### src/design/scs_consts.svh
/*
  timing and reset constants for the sampled comparator sequencer.
  assumes a 25 mhz system clock; every count is derived from a time.
*/
`ifndef SCS_CONSTS_SVH
`define SCS_CONSTS_SVH

// ----------------------------------------------------------------
// clock
// ----------------------------------------------------------------
`define SCS_CLK_PERIOD_NS 40

// ----------------------------------------------------------------
// active window and input settling
// ----------------------------------------------------------------
`define SCS_WIN_NS 80000
`define SCS_WIN_CYC (`SCS_WIN_NS / `SCS_CLK_PERIOD_NS)
`define SCS_SETTLE_NS 4000
`define SCS_SETTLE_CYC ((`SCS_SETTLE_NS + `SCS_CLK_PERIOD_NS - 1) / `SCS_CLK_PERIOD_NS)

// ----------------------------------------------------------------
// self-timed sample period (default timing_resistor / timing_capacitor pair, 5 hz)
// ----------------------------------------------------------------
`define SCS_OSC_PERIOD_NS 200000000
`define SCS_OSC_PERIOD_CYC (`SCS_OSC_PERIOD_NS / `SCS_CLK_PERIOD_NS)

// ----------------------------------------------------------------
// reset values
// ----------------------------------------------------------------
// both results low after reset, so both_low starts high and on_off starts low
`define SCS_RST_RESULT 4'h2
`define SCS_RST_SYNC 4'h0

`endif

### src/design/scs_pkg.sv
/*
  types shared by the sampled comparator sequencer files.
  assumes nothing of its surroundings.
*/
`default_nettype none

package scs_pkg;

  // sequencer states, one-hot
  typedef enum logic [1:0] {
    SCS_IDLE = 2'b01,
    SCS_ACTIVE = 2'b10
  } scs_state_e;

  // the four logic outputs, travelling together
  typedef struct packed {
    logic a;
    logic b;
    logic both_low;
    logic on_off;
  } scs_result_s;

endpackage

`default_nettype wire

### src/design/scs_osc.sv
/*
  self-timed sample oscillator: a one-cycle tick every PERIOD cycles.
  assumes run is a clean level on clk; the count restarts while run is low.
*/
`timescale 1ns/1ps
`default_nettype none

module scs_osc #(
  parameter int PERIOD = 5000000
) (
  input wire logic clk,
  input wire logic rstn,
  input wire logic run,
  output logic tick
);

  localparam int CW = $clog2(PERIOD + 1);

  logic [CW-1:0] cnt_ff;
  logic tick_ff;

  // ----------------------------------------------------------------
  // period counter
  // ----------------------------------------------------------------
  // restarting on stop keeps the first self-timed sample a full period away
  always_ff @(posedge clk or negedge rstn) begin
    if (!rstn) begin
      cnt_ff <= '0;
      tick_ff <= 1'b0;
    end else if (!run) begin
      cnt_ff <= '0;
      tick_ff <= 1'b0;
    end else if (cnt_ff == CW'(PERIOD - 1)) begin
      cnt_ff <= '0;
      tick_ff <= 1'b1;
    end else begin
      cnt_ff <= cnt_ff + CW'(1);
      tick_ff <= 1'b0;
    end
  end

  assign tick = tick_ff;

endmodule

`default_nettype wire

### src/design/scs_top.sv
/*
  sequencer and output logic of a dual sampled comparator.
  assumes the analog front end presents each channel's sum sign as a pin level,
  and that strobe and the rc_timing_pin grounded sense are asynchronous pins.
*/
`timescale 1ns/1ps
`default_nettype none
`include "scs_consts.svh"

module scs_top #(
  parameter int OSC_PERIOD = `SCS_OSC_PERIOD_CYC,
  parameter int WIN_CYC = `SCS_WIN_CYC
) (
  input wire logic clk,
  input wire logic rstn,
  input wire logic strobe,
  input wire logic rc_timing_grounded,
  input wire logic sum_a_pos,
  input wire logic sum_b_pos,
  output logic supply_out,
  output logic supply_oe_n,
  output logic active,
  output scs_pkg::scs_result_s result
);

  localparam int WCW = $clog2(WIN_CYC);
  localparam int SETTLE_CYC = `SCS_SETTLE_CYC;

  // ----------------------------------------------------------------
  // functions
  // ----------------------------------------------------------------
  // a filtered bit moves only once the second and third stages agree
  function automatic logic [3:0] agree(input logic [3:0] s2, input logic [3:0] s3,
                                       input logic [3:0] cur);
    agree = (s2 & s3) | (cur & (s2 ^ s3));
  endfunction

  // next on_off level from the two results and the held level
  function automatic logic on_off_next(input logic a, input logic b, input logic held);
    on_off_next = a ? 1'b0 : (b ? 1'b1 : held);
  endfunction

  // ----------------------------------------------------------------
  // pin synchronisers
  // ----------------------------------------------------------------
  // bit 0 strobe, 1 rc_timing_grounded, 2 sum a sign, 3 sum b sign
  logic [3:0] sync1_ff;
  logic [3:0] sync2_ff;
  logic [3:0] sync3_ff;
  logic [3:0] filt_ff;
  logic strobe_prev_ff;

  // three stages; only the second stage reads the first
  always_ff @(posedge clk or negedge rstn) begin
    if (!rstn) begin
      sync1_ff <= `SCS_RST_SYNC;
      sync2_ff <= `SCS_RST_SYNC;
      sync3_ff <= `SCS_RST_SYNC;
    end else begin
      sync1_ff <= {sum_b_pos, sum_a_pos, rc_timing_grounded, strobe};
      sync2_ff <= sync1_ff;
      sync3_ff <= sync2_ff;
    end
  end

  // agreement filter; a pulse near 50 ns may be too short to be seen at 25 mhz
  always_ff @(posedge clk or negedge rstn) begin
    if (!rstn) begin
      filt_ff <= `SCS_RST_SYNC;
      strobe_prev_ff <= 1'b0;
    end else begin
      filt_ff <= agree(sync2_ff, sync3_ff, filt_ff);
      strobe_prev_ff <= filt_ff[0];
    end
  end

  logic strobe_rise;
  logic osc_mode;
  logic osc_tick;

  assign strobe_rise = filt_ff[0] & ~strobe_prev_ff; // edge, not level
  assign osc_mode = ~filt_ff[1] & ~filt_ff[0]; // self-timed only while strobe low

  // ----------------------------------------------------------------
  // self-timed oscillator
  // ----------------------------------------------------------------
  scs_osc #(
    .PERIOD(OSC_PERIOD)
  ) u_osc (
    .clk(clk),
    .rstn(rstn),
    .run(osc_mode),
    .tick(osc_tick)
  );

  // ----------------------------------------------------------------
  // sequencer
  // ----------------------------------------------------------------
  scs_pkg::scs_state_e state_ff;
  scs_pkg::scs_state_e nxt_state;
  logic [WCW-1:0] win_cnt_ff;
  logic start;
  logic win_end;

  // a strobe edge in any mode starts a cycle; ticks only while self-timed
  assign start = strobe_rise | (osc_tick & osc_mode);
  assign win_end = (state_ff == scs_pkg::SCS_ACTIVE) && (win_cnt_ff == WCW'(WIN_CYC - 1));

  // next state; edges that arrive during a window are dropped, not queued
  always_comb begin
    nxt_state = state_ff;
    case (state_ff)
      scs_pkg::SCS_IDLE: begin
        if (start) begin
          nxt_state = scs_pkg::SCS_ACTIVE;
        end
      end
      scs_pkg::SCS_ACTIVE: begin
        if (win_end) begin
          nxt_state = scs_pkg::SCS_IDLE;
        end
      end
      default: begin
        nxt_state = scs_pkg::SCS_IDLE;
      end
    endcase
  end

  // state register
  always_ff @(posedge clk or negedge rstn) begin
    if (!rstn) begin
      state_ff <= scs_pkg::SCS_IDLE;
    end else begin
      state_ff <= nxt_state;
    end
  end

  // window timer, counts every cycle of the active window
  always_ff @(posedge clk or negedge rstn) begin
    if (!rstn) begin
      win_cnt_ff <= '0;
    end else if (state_ff == scs_pkg::SCS_ACTIVE && !win_end) begin
      win_cnt_ff <= win_cnt_ff + WCW'(1);
    end else begin
      win_cnt_ff <= '0;
    end
  end

  // ----------------------------------------------------------------
  // pulsed supply
  // ----------------------------------------------------------------
  logic supply_oe_n_ff;
  logic supply_out_ff;
  logic active_ff;

  // registered from the next state so the pin tracks the window exactly
  always_ff @(posedge clk or negedge rstn) begin
    if (!rstn) begin
      supply_oe_n_ff <= 1'b1;
      supply_out_ff <= 1'b0;
      active_ff <= 1'b0;
    end else begin
      supply_oe_n_ff <= (nxt_state != scs_pkg::SCS_ACTIVE);
      supply_out_ff <= (nxt_state == scs_pkg::SCS_ACTIVE);
      active_ff <= (nxt_state == scs_pkg::SCS_ACTIVE);
    end
  end

  // ----------------------------------------------------------------
  // output logic
  // ----------------------------------------------------------------
  scs_pkg::scs_result_s result_ff;
  scs_pkg::scs_result_s nxt_result;

  // the sign is taken in the last window cycle, long after settling
  always_comb begin
    nxt_result = result_ff;
    if (win_end) begin
      nxt_result.a = filt_ff[2];
      nxt_result.b = filt_ff[3];
      nxt_result.both_low = ~filt_ff[2] & ~filt_ff[3];
      nxt_result.on_off = on_off_next(filt_ff[2], filt_ff[3], result_ff.on_off);
    end
  end

  // results change only at a window end
  always_ff @(posedge clk or negedge rstn) begin
    if (!rstn) begin
      result_ff <= `SCS_RST_RESULT;
    end else begin
      result_ff <= nxt_result;
    end
  end

  assign supply_out = supply_out_ff;
  assign supply_oe_n = supply_oe_n_ff;
  assign active = active_ff;
  assign result = result_ff;

  // ----------------------------------------------------------------
  // assertions
  // ----------------------------------------------------------------
  a_supply_drive: assert property (@(posedge clk) disable iff (!rstn)
    supply_oe_n_ff == (state_ff != scs_pkg::SCS_ACTIVE) && supply_out_ff == !supply_oe_n_ff)
    else $error("pulsed supply does not follow the active window");

  a_window_len: assert property (@(posedge clk) disable iff (!rstn)
    $fell(active_ff) |-> $past(win_cnt_ff) == WCW'(WIN_CYC - 1))
    else $error("active window ended at the wrong count");

  a_window_bound: assert property (@(posedge clk) disable iff (!rstn)
    ($rose(active_ff) |-> win_cnt_ff == '0) and (active_ff || win_cnt_ff == '0) and (int'(win_cnt_ff) < WIN_CYC))
    else $error("window counter not restarted");

  a_settle_room: assert property (@(posedge clk) disable iff (!rstn)
    win_end |-> int'(win_cnt_ff) >= SETTLE_CYC)
    else $error("sign sampled before inputs could settle");

  a_both_low: assert property (@(posedge clk) disable iff (!rstn)
    result_ff.both_low == (!result_ff.a && !result_ff.b))
    else $error("both_low disagrees with results");

  a_result_sign: assert property (@(posedge clk) disable iff (!rstn)
    win_end |=> result_ff.a == $past(filt_ff[2]) && result_ff.b == $past(filt_ff[3]))
    else $error("result does not follow sum sign");

  a_onoff_level: assert property (@(posedge clk) disable iff (!rstn)
    (result_ff.a |-> !result_ff.on_off) and ((!result_ff.a && result_ff.b) |-> result_ff.on_off))
    else $error("on_off level wrong");

  a_onoff_hold: assert property (@(posedge clk) disable iff (!rstn)
    ($past(result_ff.both_low) && result_ff.both_low) |-> $stable(result_ff.on_off))
    else $error("on_off moved while both results low");

  a_strobe_start: assert property (@(posedge clk) disable iff (!rstn)
    (state_ff == scs_pkg::SCS_IDLE && strobe_rise) |=> active_ff ##1 supply_out_ff)
    else $error("strobe edge did not start a cycle");

  a_level_only: assert property (@(posedge clk) disable iff (!rstn)
    (state_ff == scs_pkg::SCS_IDLE && filt_ff[0] && strobe_prev_ff && !osc_tick) |=> !active_ff)
    else $error("held strobe level started a cycle");

  a_osc_start: assert property (@(posedge clk) disable iff (!rstn)
    (state_ff == scs_pkg::SCS_IDLE && osc_tick && osc_mode) |=> active_ff)
    else $error("oscillator tick did not start a cycle");

  a_result_hold: assert property (@(posedge clk) disable iff (!rstn)
    !$stable(result_ff) |-> $past(win_end))
    else $error("results changed outside a window end");

  c_strobe_cycle: cover property (@(posedge clk) disable iff (!rstn)
    strobe_rise && state_ff == scs_pkg::SCS_IDLE ##1 active_ff);

  c_osc_cycle: cover property (@(posedge clk) disable iff (!rstn)
    osc_tick && osc_mode && state_ff == scs_pkg::SCS_IDLE);

  c_hold_on: cover property (@(posedge clk) disable iff (!rstn)
    result_ff.on_off && result_ff.both_low);

  c_edge_dropped: cover property (@(posedge clk) disable iff (!rstn)
    strobe_rise && state_ff == scs_pkg::SCS_ACTIVE);

endmodule

`default_nettype wire

### config.mk
export PLATFORM = sky130hd
export DESIGN_NAME = scs_top
export DESIGN_NICKNAME = d
export VERILOG_FILES = /design/src/design/scs_pkg.sv /design/src/design/scs_osc.sv /design/src/design/scs_top.sv
export VERILOG_INCLUDE_DIRS = /design/src /design/src/design
export SDC_FILE = /design/constraint.sdc
export NUM_CORES = 1
export LEC_CHECK = 0
export ABC_AREA = 0
export BUFFER_PORTS_ARGS = -buffer_cell sky130_fd_sc_hd__clkbuf_2
export CAP_MARGIN = 30
export CELL_PAD_IN_SITES_DETAIL_PLACEMENT = 0
export CELL_PAD_IN_SITES_GLOBAL_PLACEMENT = 1
export CORE_MARGIN = 2
export CORE_UTILIZATION = 48
export DETAILED_ROUTE_END_ITERATION = 12
export GPL_TIMING_DRIVEN = 0
export PLACE_DENSITY_LB_ADDON = 0.1
export SYNTH_ARGS = -nofsm -noshare
export SYNTH_HDL_FRONTEND = slang
export SYNTH_SLANG_ARGS = --single-unit
### constraint.sdc
create_clock -name clk -period 4.9 [get_ports clk]
set_input_delay 0 -clock clk [delete_from_list [all_inputs] [get_ports clk]]
set_output_delay 0 -clock clk [all_outputs]
set_load 0.02 [all_outputs]
[Yosys cells after proc, flatten, opt, wreduce, memory -nomap -nowiden]
Index checks and enable logic that the tools add are counted.
Cells by class
  add/subtract/negate cells: 2
  $mul: 0
  divide/modulo/power cells: 0
  order comparisons: 0
  eq/ne operators: 6
  shifts and indexed selects: 0
  mux-type cells: 10
  bitwise operators: 14
  reductions and logical operators: 5
Operators with widths (count)
  two-way mux 23 bit: 2
  adder 23 x 1 -> 23 bit, second input constant: 1
  equality test 23 bit, second input constant: 1
  adder 11 x 1 -> 11 bit, second input constant: 1
  equality test 11 bit, second input constant: 1
  two-way mux 11 bit: 1
  AND 4 bit: 2
  NOT 1 bit: 5
  AND 1 bit: 4
  equality test 2 bit, second input constant: 2
  two-way mux 1 bit: 4
  two-way mux 2 bit: 2
  OR 4 bit: 1
  case mux 2 bit (2 select lines): 1
  XOR 4 bit: 1
  equality test 2 x 1 -> 1 bit, second input constant: 1
  logical AND 1 bit: 2
  != test 2 bit, second input constant: 1
  AND reduction 2 bit: 1
  nonzero test 2 bit: 1
  zero test 1 bit: 1
  OR 1 bit: 1
Storage, ports and cells
  register bits after elaboration: 60
  latch bits: 0
  bits in writable memories: 0
  ROM bits: 0
  input bits: 6
  output and inout bits: 7
  word-level logic and storage cells: 52
  memories kept: 0

[Depth between registers and ports, before layout]
Gate-level depths: netlist of the first run.
  depth in word-level cells: 7
  depth in mapped cells: 6
  gate-level depth less buffers: 6

[By module]
A second synthesis of the first run with hierarchy kept.
Unflattened totals
  cells, all modules: 241
  area total of the unflattened synthesis: 2742.6 µm²
By module, submodules not included
  scs_top: instances 1, cells an instance 112, area an instance 1493.9 µm², seq. area each 904.6 µm²
  scs_osc: instances 1, cells an instance 129, area an instance 1248.7 µm², seq. area each 600.6 µm²

[Worst setup path after synthesis of the first run]
OpenSTA, ideal clock, no wires.
  path type: register to register
  from: register u_osc.cnt_ff[2]
  to: register u_osc.cnt_ff[17]
  library setup time: 0.078 ns
  arrival time: 1.847 ns
  data required time: 4.822 ns
  path slack: 2.975 ns
  stages on the path, launching flop included: 6
  buffers on the path: 1
  clock period less this slack: 1.925 ns
  cell sequence: dfrtp_1 nand4_2 or4_1 buf_2 or4_1 a21oi_1
On the way
  word-level cells in the longest chain between the ends: 3
  elaborated cells on any way between the ends: 4
  classes of those cells: add/sub (1); eq/ne (1); mux (2)
RTL lines
  from (decl): RTL line scs_osc.sv:19  | logic [CW-1:0] cnt_ff;
  from (signal assigned): RTL line scs_osc.sv:37  | cnt_ff <= cnt_ff + CW'(1);
  adder 23 x 1 -> 23 bit / equality test 23 bit (equally long branches): RTL line scs_osc.sv:37, scs_osc.sv:33
  two-way mux 23 bit *: RTL line scs_osc.sv:33  | end else if (cnt_ff == CW'(PERIOD - 1)) begin
  two-way mux 23 bit *: RTL line scs_osc.sv:30  | end else if (!run) begin
Every way passes the cells marked *; elsewhere a longest branch is shown, timed or not.
A chain may end at the register's enable or synchronous reset.

[Worst setup path after layout of the first run]
  from: register u_osc.cnt_ff[12]
  to: register u_osc.cnt_ff[3]
On the way
  word-level cells in the longest chain between the ends: 3
RTL lines (RTL line)
  equality test 23 bit: scs_osc.sv:33
  two-way mux 23 bit: scs_osc.sv:33
  two-way mux 23 bit: scs_osc.sv:30
Every way passes these cells.

==> results of run 1 <==
## stage by stage
step                power (mW)   util  area (um2)
global route              1.18  0.581        3010
CTS                       1.14  0.581        3010
detailed placement       0.680  0.532        2750
global placement         0.679  0.531        2750
floorplan                0.638      -        2600
finish                    1.13  0.581        3010
## logic make-up after synthesis
kind of cell,count (synthesis)
compound gates,34
flops,60
simple gates,95
mux,3
buf+inv,17
xor+xnor,19
fa+ha+maj,8
## synthesized netlist by cell type, types with 2 or more instances
master and count:
a21o_1 4, a21oi_1 11, a221oi_1 2, a31oi_1 2, and2_1 2, and3_1 5
and4_1 2, clkbuf_1 4, dfrtp_1 57, dfstp_2 3, ha_1 8, inv_1 11
mux2_2 3, nand2_1 12, nand2b_1 2, nand3_1 9, nand4_1 10, nor2_1 25
nor3_1 5, nor4_1 3, o21ai_0 7, o31ai_1 5, or2_2 2, or3_1 7
or4_1 6, xnor2_1 5, xor2_1 14
## path summary, 6_finish.rpt
check                                    from         endpoint  slack, ns  cells after the start
max                          u_osc.cnt_ff[12]  u_osc.cnt_ff[3]       2.71                      6
min                                      rstn    win_cnt_ff[7]       0.30                      2
max reg2reg                  u_osc.cnt_ff[12]  u_osc.cnt_ff[3]       2.71                      6
min reg2reg                       sync1_ff[3]      sync2_ff[3]       0.35                      0
max in group asynchronous                rstn   win_cnt_ff[10]       4.08                      2
min in group clk           rc_timing_grounded      sync1_ff[1]       0.31                      2
## registers in the layout, indices dropped and copies added, names as in the netlist
name / count
sync3_ff: 4
active: 1
sync2_ff: 4
state_ff: 2
win_cnt_ff: 11
supply_oe_n: 1
u_osc.tick: 1
filt_ff: 4
strobe_prev_ff: 1
result: 4
sync1_ff: 4
u_osc.cnt_ff: 23
## final cells by class
class	count	area (um2)
multi-input combinational	159	1030
buffer	6	27.5
clock buffer	9	124
clock inverter	7	82.6
timing repair buffer	17	113
sequential	60	1510
inverter	11	41.3
fill	440	2170
tap	70	87.6
## per-layer routing
| layer | GRT usage | vias to the layer above | part of all wire |
|---|---|---|---|
| met4 | 0.0929 | 0 | 0.016 |
| li1 | - | 898 | - |
| met1 | 0.237 | 877 | 0.50 |
| met5 | 0 | - | 0 |
| met3 | 0.0419 | 7 | 0.053 |
| met2 | 0.259 | 35 | 0.43 |
## power groups by stage
stage	clock, mW	sequential, mW	combinational [mW]
5_1_grt	0.491	0.552	0.142
3_5_place_dp	0	0.558	0.122
4_1_cts	0.468	0.548	0.126
3_3_place_gp	0	0.558	0.121
2_1_floorplan	0	0.560	0.0779
6_report	0.457	0.547	0.122
==> impl_metrics.py, run 1 <==
metrics = {
    "run_status": {
        "status": "completed",
    },
    "timing": {
        "finalSetupViolCount": 0,
        "finClkSkew_ns": 0.00407,
        "fin_tns_setup_ns": 0,
        "worst_slack_ns": 2.71,
        "grt_setup_unrepaired": "no",
        "finalCritPeriodShare": 0.447,
        "min_period_ns": 2.19,
        "hold_ws_ns": 0.297,
        "final_hold_viol_count": 0,
        "slew_viol_final": 0,
        "tightest_slew_ns": 0.789,
        "max_freq_mhz": 456,
        "slew_headroom": 0.474,
    },
    "clocking": {
        "ctsResizeCount": 0,
        "clock_latency_ns": 0.34,
        "ctsHoldBuffers": 5,
        "cts_tree": "yes",
        "clkSinkCount": 60,
        "cts_root_buf": "clkbuf_8",
        "cts.path.max_buffers": 2,
        "htreeDepth": 3,
        "cts_buffers": 9,
        "post_cts_buffers": 0,
        "path_clk_slew_ns": 0.07,
    },
    "die": {
        "die_h_um": 77.6,
        "core_area_um2": 5170,
        "io_pins": 13,
        "start_util": 0.503,
        "row_count": 26,
        "die_x_um": 77.6,
        "die-area_um2": 6020,
    },
    "power_and_ir_drop": {
        "p_sw_mw": 0.305,
        "p_sw_frac": 0.271,
        "ir_drop_mv": 0.282,
        "leakagePower_nw": 1.32,
        "p_per_area_nw_per_um2": 375,
        "power_frac_seq": 0.486,
        "p_int_mw": 0.822,
        "pwr-share-clk": 0.406,
        "p_comb_frac": 0.109,
    },
    "setup_path": {
        "cpMaxStageDelayCell": "clkbuf_1",
        "max_stage_delay_ns": 0.47,
        "cpMostUsedCell": "clkbuf_1",
        "path_delay_family": "buffers and inverters",
        "path_buf_inv": 2,
        "cp-start-kind": "register",
        "end_kind": "register",
        "worst_ep_arrival_time_ns": 2.40,
        "critPathRequiredTime_ns": 5.11,
        "critical_path_class": "register to register",
        "crit_fanout": 10,
        "path_cells": "clkbuf_1 -> nor4bb_1 -> nand4_1 -> o31ai_1 -> clkbuf_1 -> nor2_1",
    },
    "final_layout": {
        "nets": 278,
        "drive_gt1_frac": 0.152,
        "layout_common_cells": "dfrtp_1, nor2_1, xor2_1",
        "n_antenna_cell": 0,
        "final_cell_count_no_fill": 339,
        "final_common_cell": "dfrtp_1",
        "syn2layout_area_growth_pct": 15.6,
    },
    "logic_synthesis": {
        "synth_xor_xnor_area_share": 0.0640,
        "ys_seq_area_frac": 0.579,
        "synth_top_area_cell": "dfrtp_1",
        "synth_edf_count": 0,
        "netlist_area_um2": 2600,
        "synth_top_family_by_area": "simple AND/OR/NAND/NOR gates",
        "ys_ff_latch": 60,
        "synthCells": 236,
        "synthAdderAreaFrac": 0.0385,
        "synth_nets": 250,
        "synth_top_area_share": 0.549,
        "yosysUniqueCellTypes": 37,
        "synth_simple_gate_area_frac": 0.197,
        "synthFlopType": "dfrtp_1",
        "synth.avg_cell_area_um2": 11.0,
        "synth_mux_area_frac": 0.0130,
        "synth_warnings": 0,
        "synthTopCellsByArea": "dfrtp_1, xor2_1, ha_1, nor2_1, dfstp_2",
        "async_reset_ff_frac": 1.00,
        "synth_compound_area_frac": 0.0823,
    },
    "grt": {
        "grt_pass1_wl_um": 8170,
        "overflow": 0,
        "grt_pass1_vias": 1803,
        "grt_max_degree": 61,
        "antenna_found_initial": 0,
        "grt_usage": 0.175,
    },
    "place": {
        "pre_cts_slack_ns": 2.70,
        "dp.cells": 318,
        "port_buffers": 12,
        "gp_congestion": 0.760,
        "place_hpwl_um": 3020,
    },
    "route": {
        "drtIter0Drc": 133,
        "wl_per_cell_um": 13.5,
        "ant_nets": 0,
        "via_count": 1817,
        "via_per_inst": 5.36,
        "drc": 0,
        "dr.pass1.iters": 4,
        "drt-total-wl_um": 4570,
    },
    "job": {
        "maxCapViolCount": 0,
    },
    "min_path": {
        "hold_class": "primary input to async pin",
    },
}
(Power assumes the default switching activity.)
==> inputs of run 2 (changes only) <==
- CORE_UTILIZATION: 48 -> 43
- clock period: 4.9 -> 1.9 ns (I/O delays scaled with it)
==> run 2 against run 1 <==
Compared with the run above: clock power rose by 150%; critical endpoint is now u_osc.cnt_ff[17]; worst setup slack worse by 2.7 ns; die area is 11% higher; global-route usage is 0.97 points lower; design area grew 6.9%; wire length grew 8.4%; clock skew increased by 0.0052 ns; clock-buffer cell count is 1 higher; final cell count grew 5.3%.
==> impl_metrics.py, run 2 (same netlist as run 1, synthesis figures left out) <==
metrics = {
    "final_layout": {
        "layout_common_cells": "dfrtp_1, nor2_1, buf_4",
        "final_cell_count_no_fill": 357,
        "nets": 291,
        "syn2layout_area_growth_pct": 23.6,
        "reg_top3": "u_osc.cnt_ff x23, win_cnt_ff x11",
        "final_common_cell": "dfrtp_1",
        "fin_util": 0.546,
        "largest_reg_flops": 23,
        "n_antenna_cell": 0,
        "top_register": "u_osc.cnt_ff",
        "drive_gt1_frac": 0.259,
    },
    "timing": {
        "slew_viol_final": 0,
        "grt_setup_unrepaired": "yes",
        "slew_headroom": 0.460,
        "final_hold_viol_count": 0,
        "min_period_ns": 1.88,
        "fin_tns_setup_ns": 0,
        "finalSetupViolCount": 0,
        "hold_ws_ns": 0.310,
        "finClkSkew_ns": 0.00927,
        "tightest_slew_ns": 0.809,
        "max_freq_mhz": 533,
        "finalCritPeriodShare": 0.988,
    },
    "route": {
        "drt-total-wl_um": 4950,
        "wl_per_cell_um": 13.9,
        "drtIter0Drc": 79,
        "ant_nets": 0,
        "via_per_inst": 5.28,
        "drc": 0,
        "via_count": 1886,
        "dr.pass1.iters": 4,
    },
    "job": {
        "maxCapViolCount": 0,
    },
    "clocking": {
        "cts_buffers": 9,
        "cts.path.max_buffers": 2,
        "path_clk_slew_ns": 0.07,
        "cts_tree": "yes",
        "htreeDepth": 3,
        "clock_latency_ns": 0.33,
        "clkSinkCount": 60,
        "cts_root_buf": "clkbuf_8",
    },
    "power_and_ir_drop": {
        "leakagePower_nw": 1.40,
        "power_mw": 2.89,
        "ir_drop_mv": 0.481,
        "p_per_area_nw_per_um2": 900,
    },
    "setup_path": {
        "r2r_start": "u_osc.cnt_ff[6]",
        "critical_path_class": "register to register",
        "end_kind": "register",
        "timing.rr.end": "u_osc.cnt_ff[17]",
        "r2r_cells": 4,
        "worst_ep_arrival_time_ns": 2.14,
        "crit_fanout": 5,
        "cp-start-kind": "register",
        "critPathRequiredTime_ns": 2.17,
        "reg2reg_slack_ns": 0.02,
    },
    "place": {
        "dp.cells": 323,
        "port_buffers": 12,
        "gp_congestion": 0.786,
        "place_hpwl_um": 2980,
    },
    "die": {
        "start_util": 0.442,
        "core_area_um2": 5890,
        "die-area_um2": 6680,
        "die_h_um": 81.8,
        "row_count": 28,
        "io_pins": 13,
        "die_x_um": 81.8,
    },
    "grt": {
        "grt_usage": 0.165,
        "antenna_found_initial": 0,
        "grt_pass1_vias": 1817,
        "grt_max_degree": 61,
        "overflow": 0,
        "grt_pass1_wl_um": 8360,
    },
    "min_path": {
        "hold_class": "primary input to async pin",
    },
    "run_status": {
        "status": "completed",
    },
}
==> run 2: cell count changes in the layout (fill, tap and decap cells not counted), sizes merged <==
| cell | delta |
|---|---|
| buf | +15 |
| clkbuf | -2 |
| clkinvlp | +2 |
| inv | -3 |
| or4 | +1 |
==> run 2: critical path: stages (launching register included) <==
cell	delay [ns]
dfrtp_2	0.37
nand4_1	0.18
or4_4	0.62
or4_4	0.50
a21oi_2	0.13
==> run 2: worst max path at each step <==
stage | startpoint | endpoint | cells past startpoint
6_report | u_osc.cnt_ff[6] | u_osc.cnt_ff[17] | 4
5_1_grt | u_osc.cnt_ff[6] | u_osc.cnt_ff[17] | 4
4_1_cts | u_osc.cnt_ff[5] | u_osc.cnt_ff[21] | 4
3_5_place_dp | u_osc.cnt_ff[12] | u_osc.cnt_ff[21] | 6
3_3_place_gp | u_osc.cnt_ff[12] | u_osc.cnt_ff[4] | 6
2_1_floorplan | u_osc.cnt_ff[2] | u_osc.cnt_ff[17] | 5
==> run 2: stage by stage <==
step	cell area (um2)	setup WS, ns
final	3210	0.0234
after detailed placement	2760	-0.366
after floorplan	2610	0.00146
after global routing	3210	-0.0703
after CTS	3100	0.000650
after global placement	2760	-0.378
==> run 2: final cells by class <==
class | count | area [um2]
fillers | 531 | 2670
clock inverters | 6 | 63.8
clock buffers | 10 | 128
inverters | 11 | 41.3
multi-input cells | 160 | 1120
flip-flops and latches | 60 | 1510
repair buffers | 31 | 218
plain buffers | 4 | 37.5
well taps | 75 | 93.8
==> run 2: repair_timing <==
action / 4_1_cts / 5_1_grt
endpoints found under the hold margin: 61 / 0
setup endpoints to repair: 31 / 32
cloned: 0 / 1
resized for setup: 12 / 19
hold buffers: 5 / 0
pin swaps: 2 / 10
buffers inserted: 9 / 5
==> run 2: where the power goes <==
part	switching [mW]	internal [mW]
Combinational	0.196	0.159
Sequential	0.0580	1.36
Clock	0.512	0.605
==> run 2: per-layer routing <==
layer  up-vias  share of wire  track usage
li1        930              -            -
met4         0          0.018       0.0800
met3        10          0.027       0.0396
met1       921           0.52        0.230
met5         -              0            0
met2        25           0.44        0.242
==> inputs of run 3 (changes only) <==
- CELL_PAD_IN_SITES_DETAIL_PLACEMENT: 0 -> unset
- CELL_PAD_IN_SITES_GLOBAL_PLACEMENT: 1 -> unset
- CORE_UTILIZATION: 43 -> 48
- PLACE_DENSITY: unset -> 0.67
- PLACE_DENSITY_LB_ADDON: 0.1 -> unset
==> run 3 against run 2 <==
Compared with the run above: highest routed layer unchanged; critical endpoint unchanged; worst setup slack better by 0.0064 ns; sequential power hardly changed; register-to-register slack hardly changed.
==> impl_metrics.py, run 3 (same netlist as run 1, synthesis figures left out) <==
metrics = {
    "power_and_ir_drop": {
        "power_mw": 3.06,
        "leakagePower_nw": 1.42,
        "ir_drop_mv": 0.618,
        "p_per_area_nw_per_um2": 953,
    },
    "clocking": {
        "cts_root_buf": "clkbuf_8",
        "clkSinkCount": 60,
        "cts_buffers": 9,
        "cts.path.max_buffers": 2,
        "clock_latency_ns": 0.34,
        "path_clk_slew_ns": 0.07,
        "cts_tree": "yes",
        "htreeDepth": 3,
    },
    "timing": {
        "final_hold_viol_count": 0,
        "worst_slack_ns": 0.0298,
        "tightest_slew_ns": 0.783,
        "max_freq_mhz": 535,
        "finClkSkew_ns": 0.00858,
        "grt_setup_unrepaired": "yes",
        "min_period_ns": 1.87,
        "finalCritPeriodShare": 0.984,
        "finalSetupViolCount": 0,
        "hold_ws_ns": 0.308,
        "slew_headroom": 0.478,
        "slew_viol_final": 0,
    },
    "final_layout": {
        "largest_reg_flops": 23,
        "layout_common_cells": "dfrtp_1, nor2_1, buf_4",
        "reg_top3": "u_osc.cnt_ff x23, win_cnt_ff x11",
        "nets": 290,
        "n_antenna_cell": 0,
        "syn2layout_area_growth_pct": 23.4,
        "top_register": "u_osc.cnt_ff",
        "drive_gt1_frac": 0.246,
        "final_cell_count_no_fill": 351,
        "fill_cells": 428,
        "final_common_cell": "dfrtp_1",
        "stdcell_area_um2": 3210,
    },
    "setup_path": {
        "end_kind": "register",
        "r2r_cells": 4,
        "reg2reg_slack_ns": 0.03,
        "crit_fanout": 7,
        "critical_path_class": "register to register",
        "timing.rr.end": "u_osc.cnt_ff[17]",
        "critPathRequiredTime_ns": 2.16,
        "r2r_start": "u_osc.cnt_ff[5]",
        "cp-start-kind": "register",
        "worst_ep_arrival_time_ns": 2.13,
    },
    "place": {
        "pre_cts_slack_ns": -0.415,
        "dpl_cell_area_um2": 2760,
        "dp.cells": 318,
        "port_buffers": 12,
        "gp_congestion": 0.754,
        "place_hpwl_um": 3000,
    },
    "die": {
        "die-area_um2": 6020,
        "start_util": 0.503,
        "row_count": 26,
        "die_h_um": 77.6,
        "die_x_um": 77.6,
        "io_pins": 13,
        "core_area_um2": 5170,
    },
    "route": {
        "via_per_inst": 5.40,
        "via_count": 1897,
        "drc": 0,
        "drt-total-wl_um": 4780,
        "ant_nets": 0,
        "drtIter0Drc": 161,
        "wl_per_cell_um": 13.6,
        "dr.pass1.iters": 4,
    },
    "min_path": {
        "hold_class": "primary input to async pin",
    },
    "grt": {
        "overflow": 0,
        "antenna_found_initial": 0,
        "grt_max_degree": 61,
        "grt_pass1_vias": 1791,
        "grt_pass1_wl_um": 8200,
        "grt_usage": 0.178,
    },
    "run_status": {
        "status": "completed",
    },
    "job": {
        "maxCapViolCount": 0,
    },
}
-- run 3: per-layer routing --
layer / track usage / wire [um] / up-vias
met5: 0 / 0 / -
met4: 0.0964 / 104 / 0
met3: 0.0488 / 169 / 10
met2: 0.271 / 2280 / 35
met1: 0.230 / 2230 / 935
li1: - / - / 917
-- run 3: how the worst max path moves through the flow --
stage | cells past startpoint | from | slack, ns | to
2_1_floorplan | 5 | u_osc.cnt_ff[2] | 0.001 | u_osc.cnt_ff[17]
3_3_place_gp | 6 | u_osc.cnt_ff[12] | -0.37 | u_osc.cnt_ff[3]
3_5_place_dp | 6 | u_osc.cnt_ff[12] | -0.42 | u_osc.cnt_ff[3]
4_1_cts | 6 | u_osc.cnt_ff[12] | 0.004 | u_osc.cnt_ff[8]
5_1_grt | 4 | u_osc.cnt_ff[5] | -0.02 | u_osc.cnt_ff[19]
6_report | 4 | u_osc.cnt_ff[5] | 0.03 | u_osc.cnt_ff[17]
-- run 3: final cells by class --
class | instances | area [um2] | area share
Clock buffer | 13 | 159 | 0.0495
Clock inverter | 3 | 68.8 | 0.0214
Timing Repair Buffer | 31 | 218 | 0.0678
Multi-Input combinational cell | 159 | 1100 | 0.342
Tap cell | 70 | 87.6 | 0.0273
Inverter | 11 | 41.3 | 0.0129
Sequential cell | 60 | 1510 | 0.470
Buffer | 4 | 27.5 | 0.00858
-- run 3: worst max-delay path: stages (launching register included) --
cell and delay (ns):
dfrtp_1 0.40, nand4_4 0.13, or4_4 0.60, or4_4 0.53, a21oi_2 0.14
-- run 3: metrics by stage --
stage | TNS, ns | util
final | 0 | 0.620
after detailed placement | -7.42 | 0.533
after CTS | 0 | 0.604
after global placement | -6.87 | 0.532
after global routing | -0.0648 | 0.620
after floorplan | 0 | -
-- run 3: timing repair --
item | in CTS | in global routing
buffers inserted | 8 | 6
hold buffers | 5 | 0
hold endpoints to repair | 61 | 0
endpoints found under the setup margin | 31 | 31
cloned | 0 | 0
resized for setup | 13 | 13
pin swaps | 3 | 7
-- run 3: power breakdown --
part | internal [mW] | total, mW | switching [mW]
logic | 0.147 | 0.340 | 0.193
clock network | 0.814 | 1.30 | 0.488
registers | 1.36 | 1.41 | 0.0535
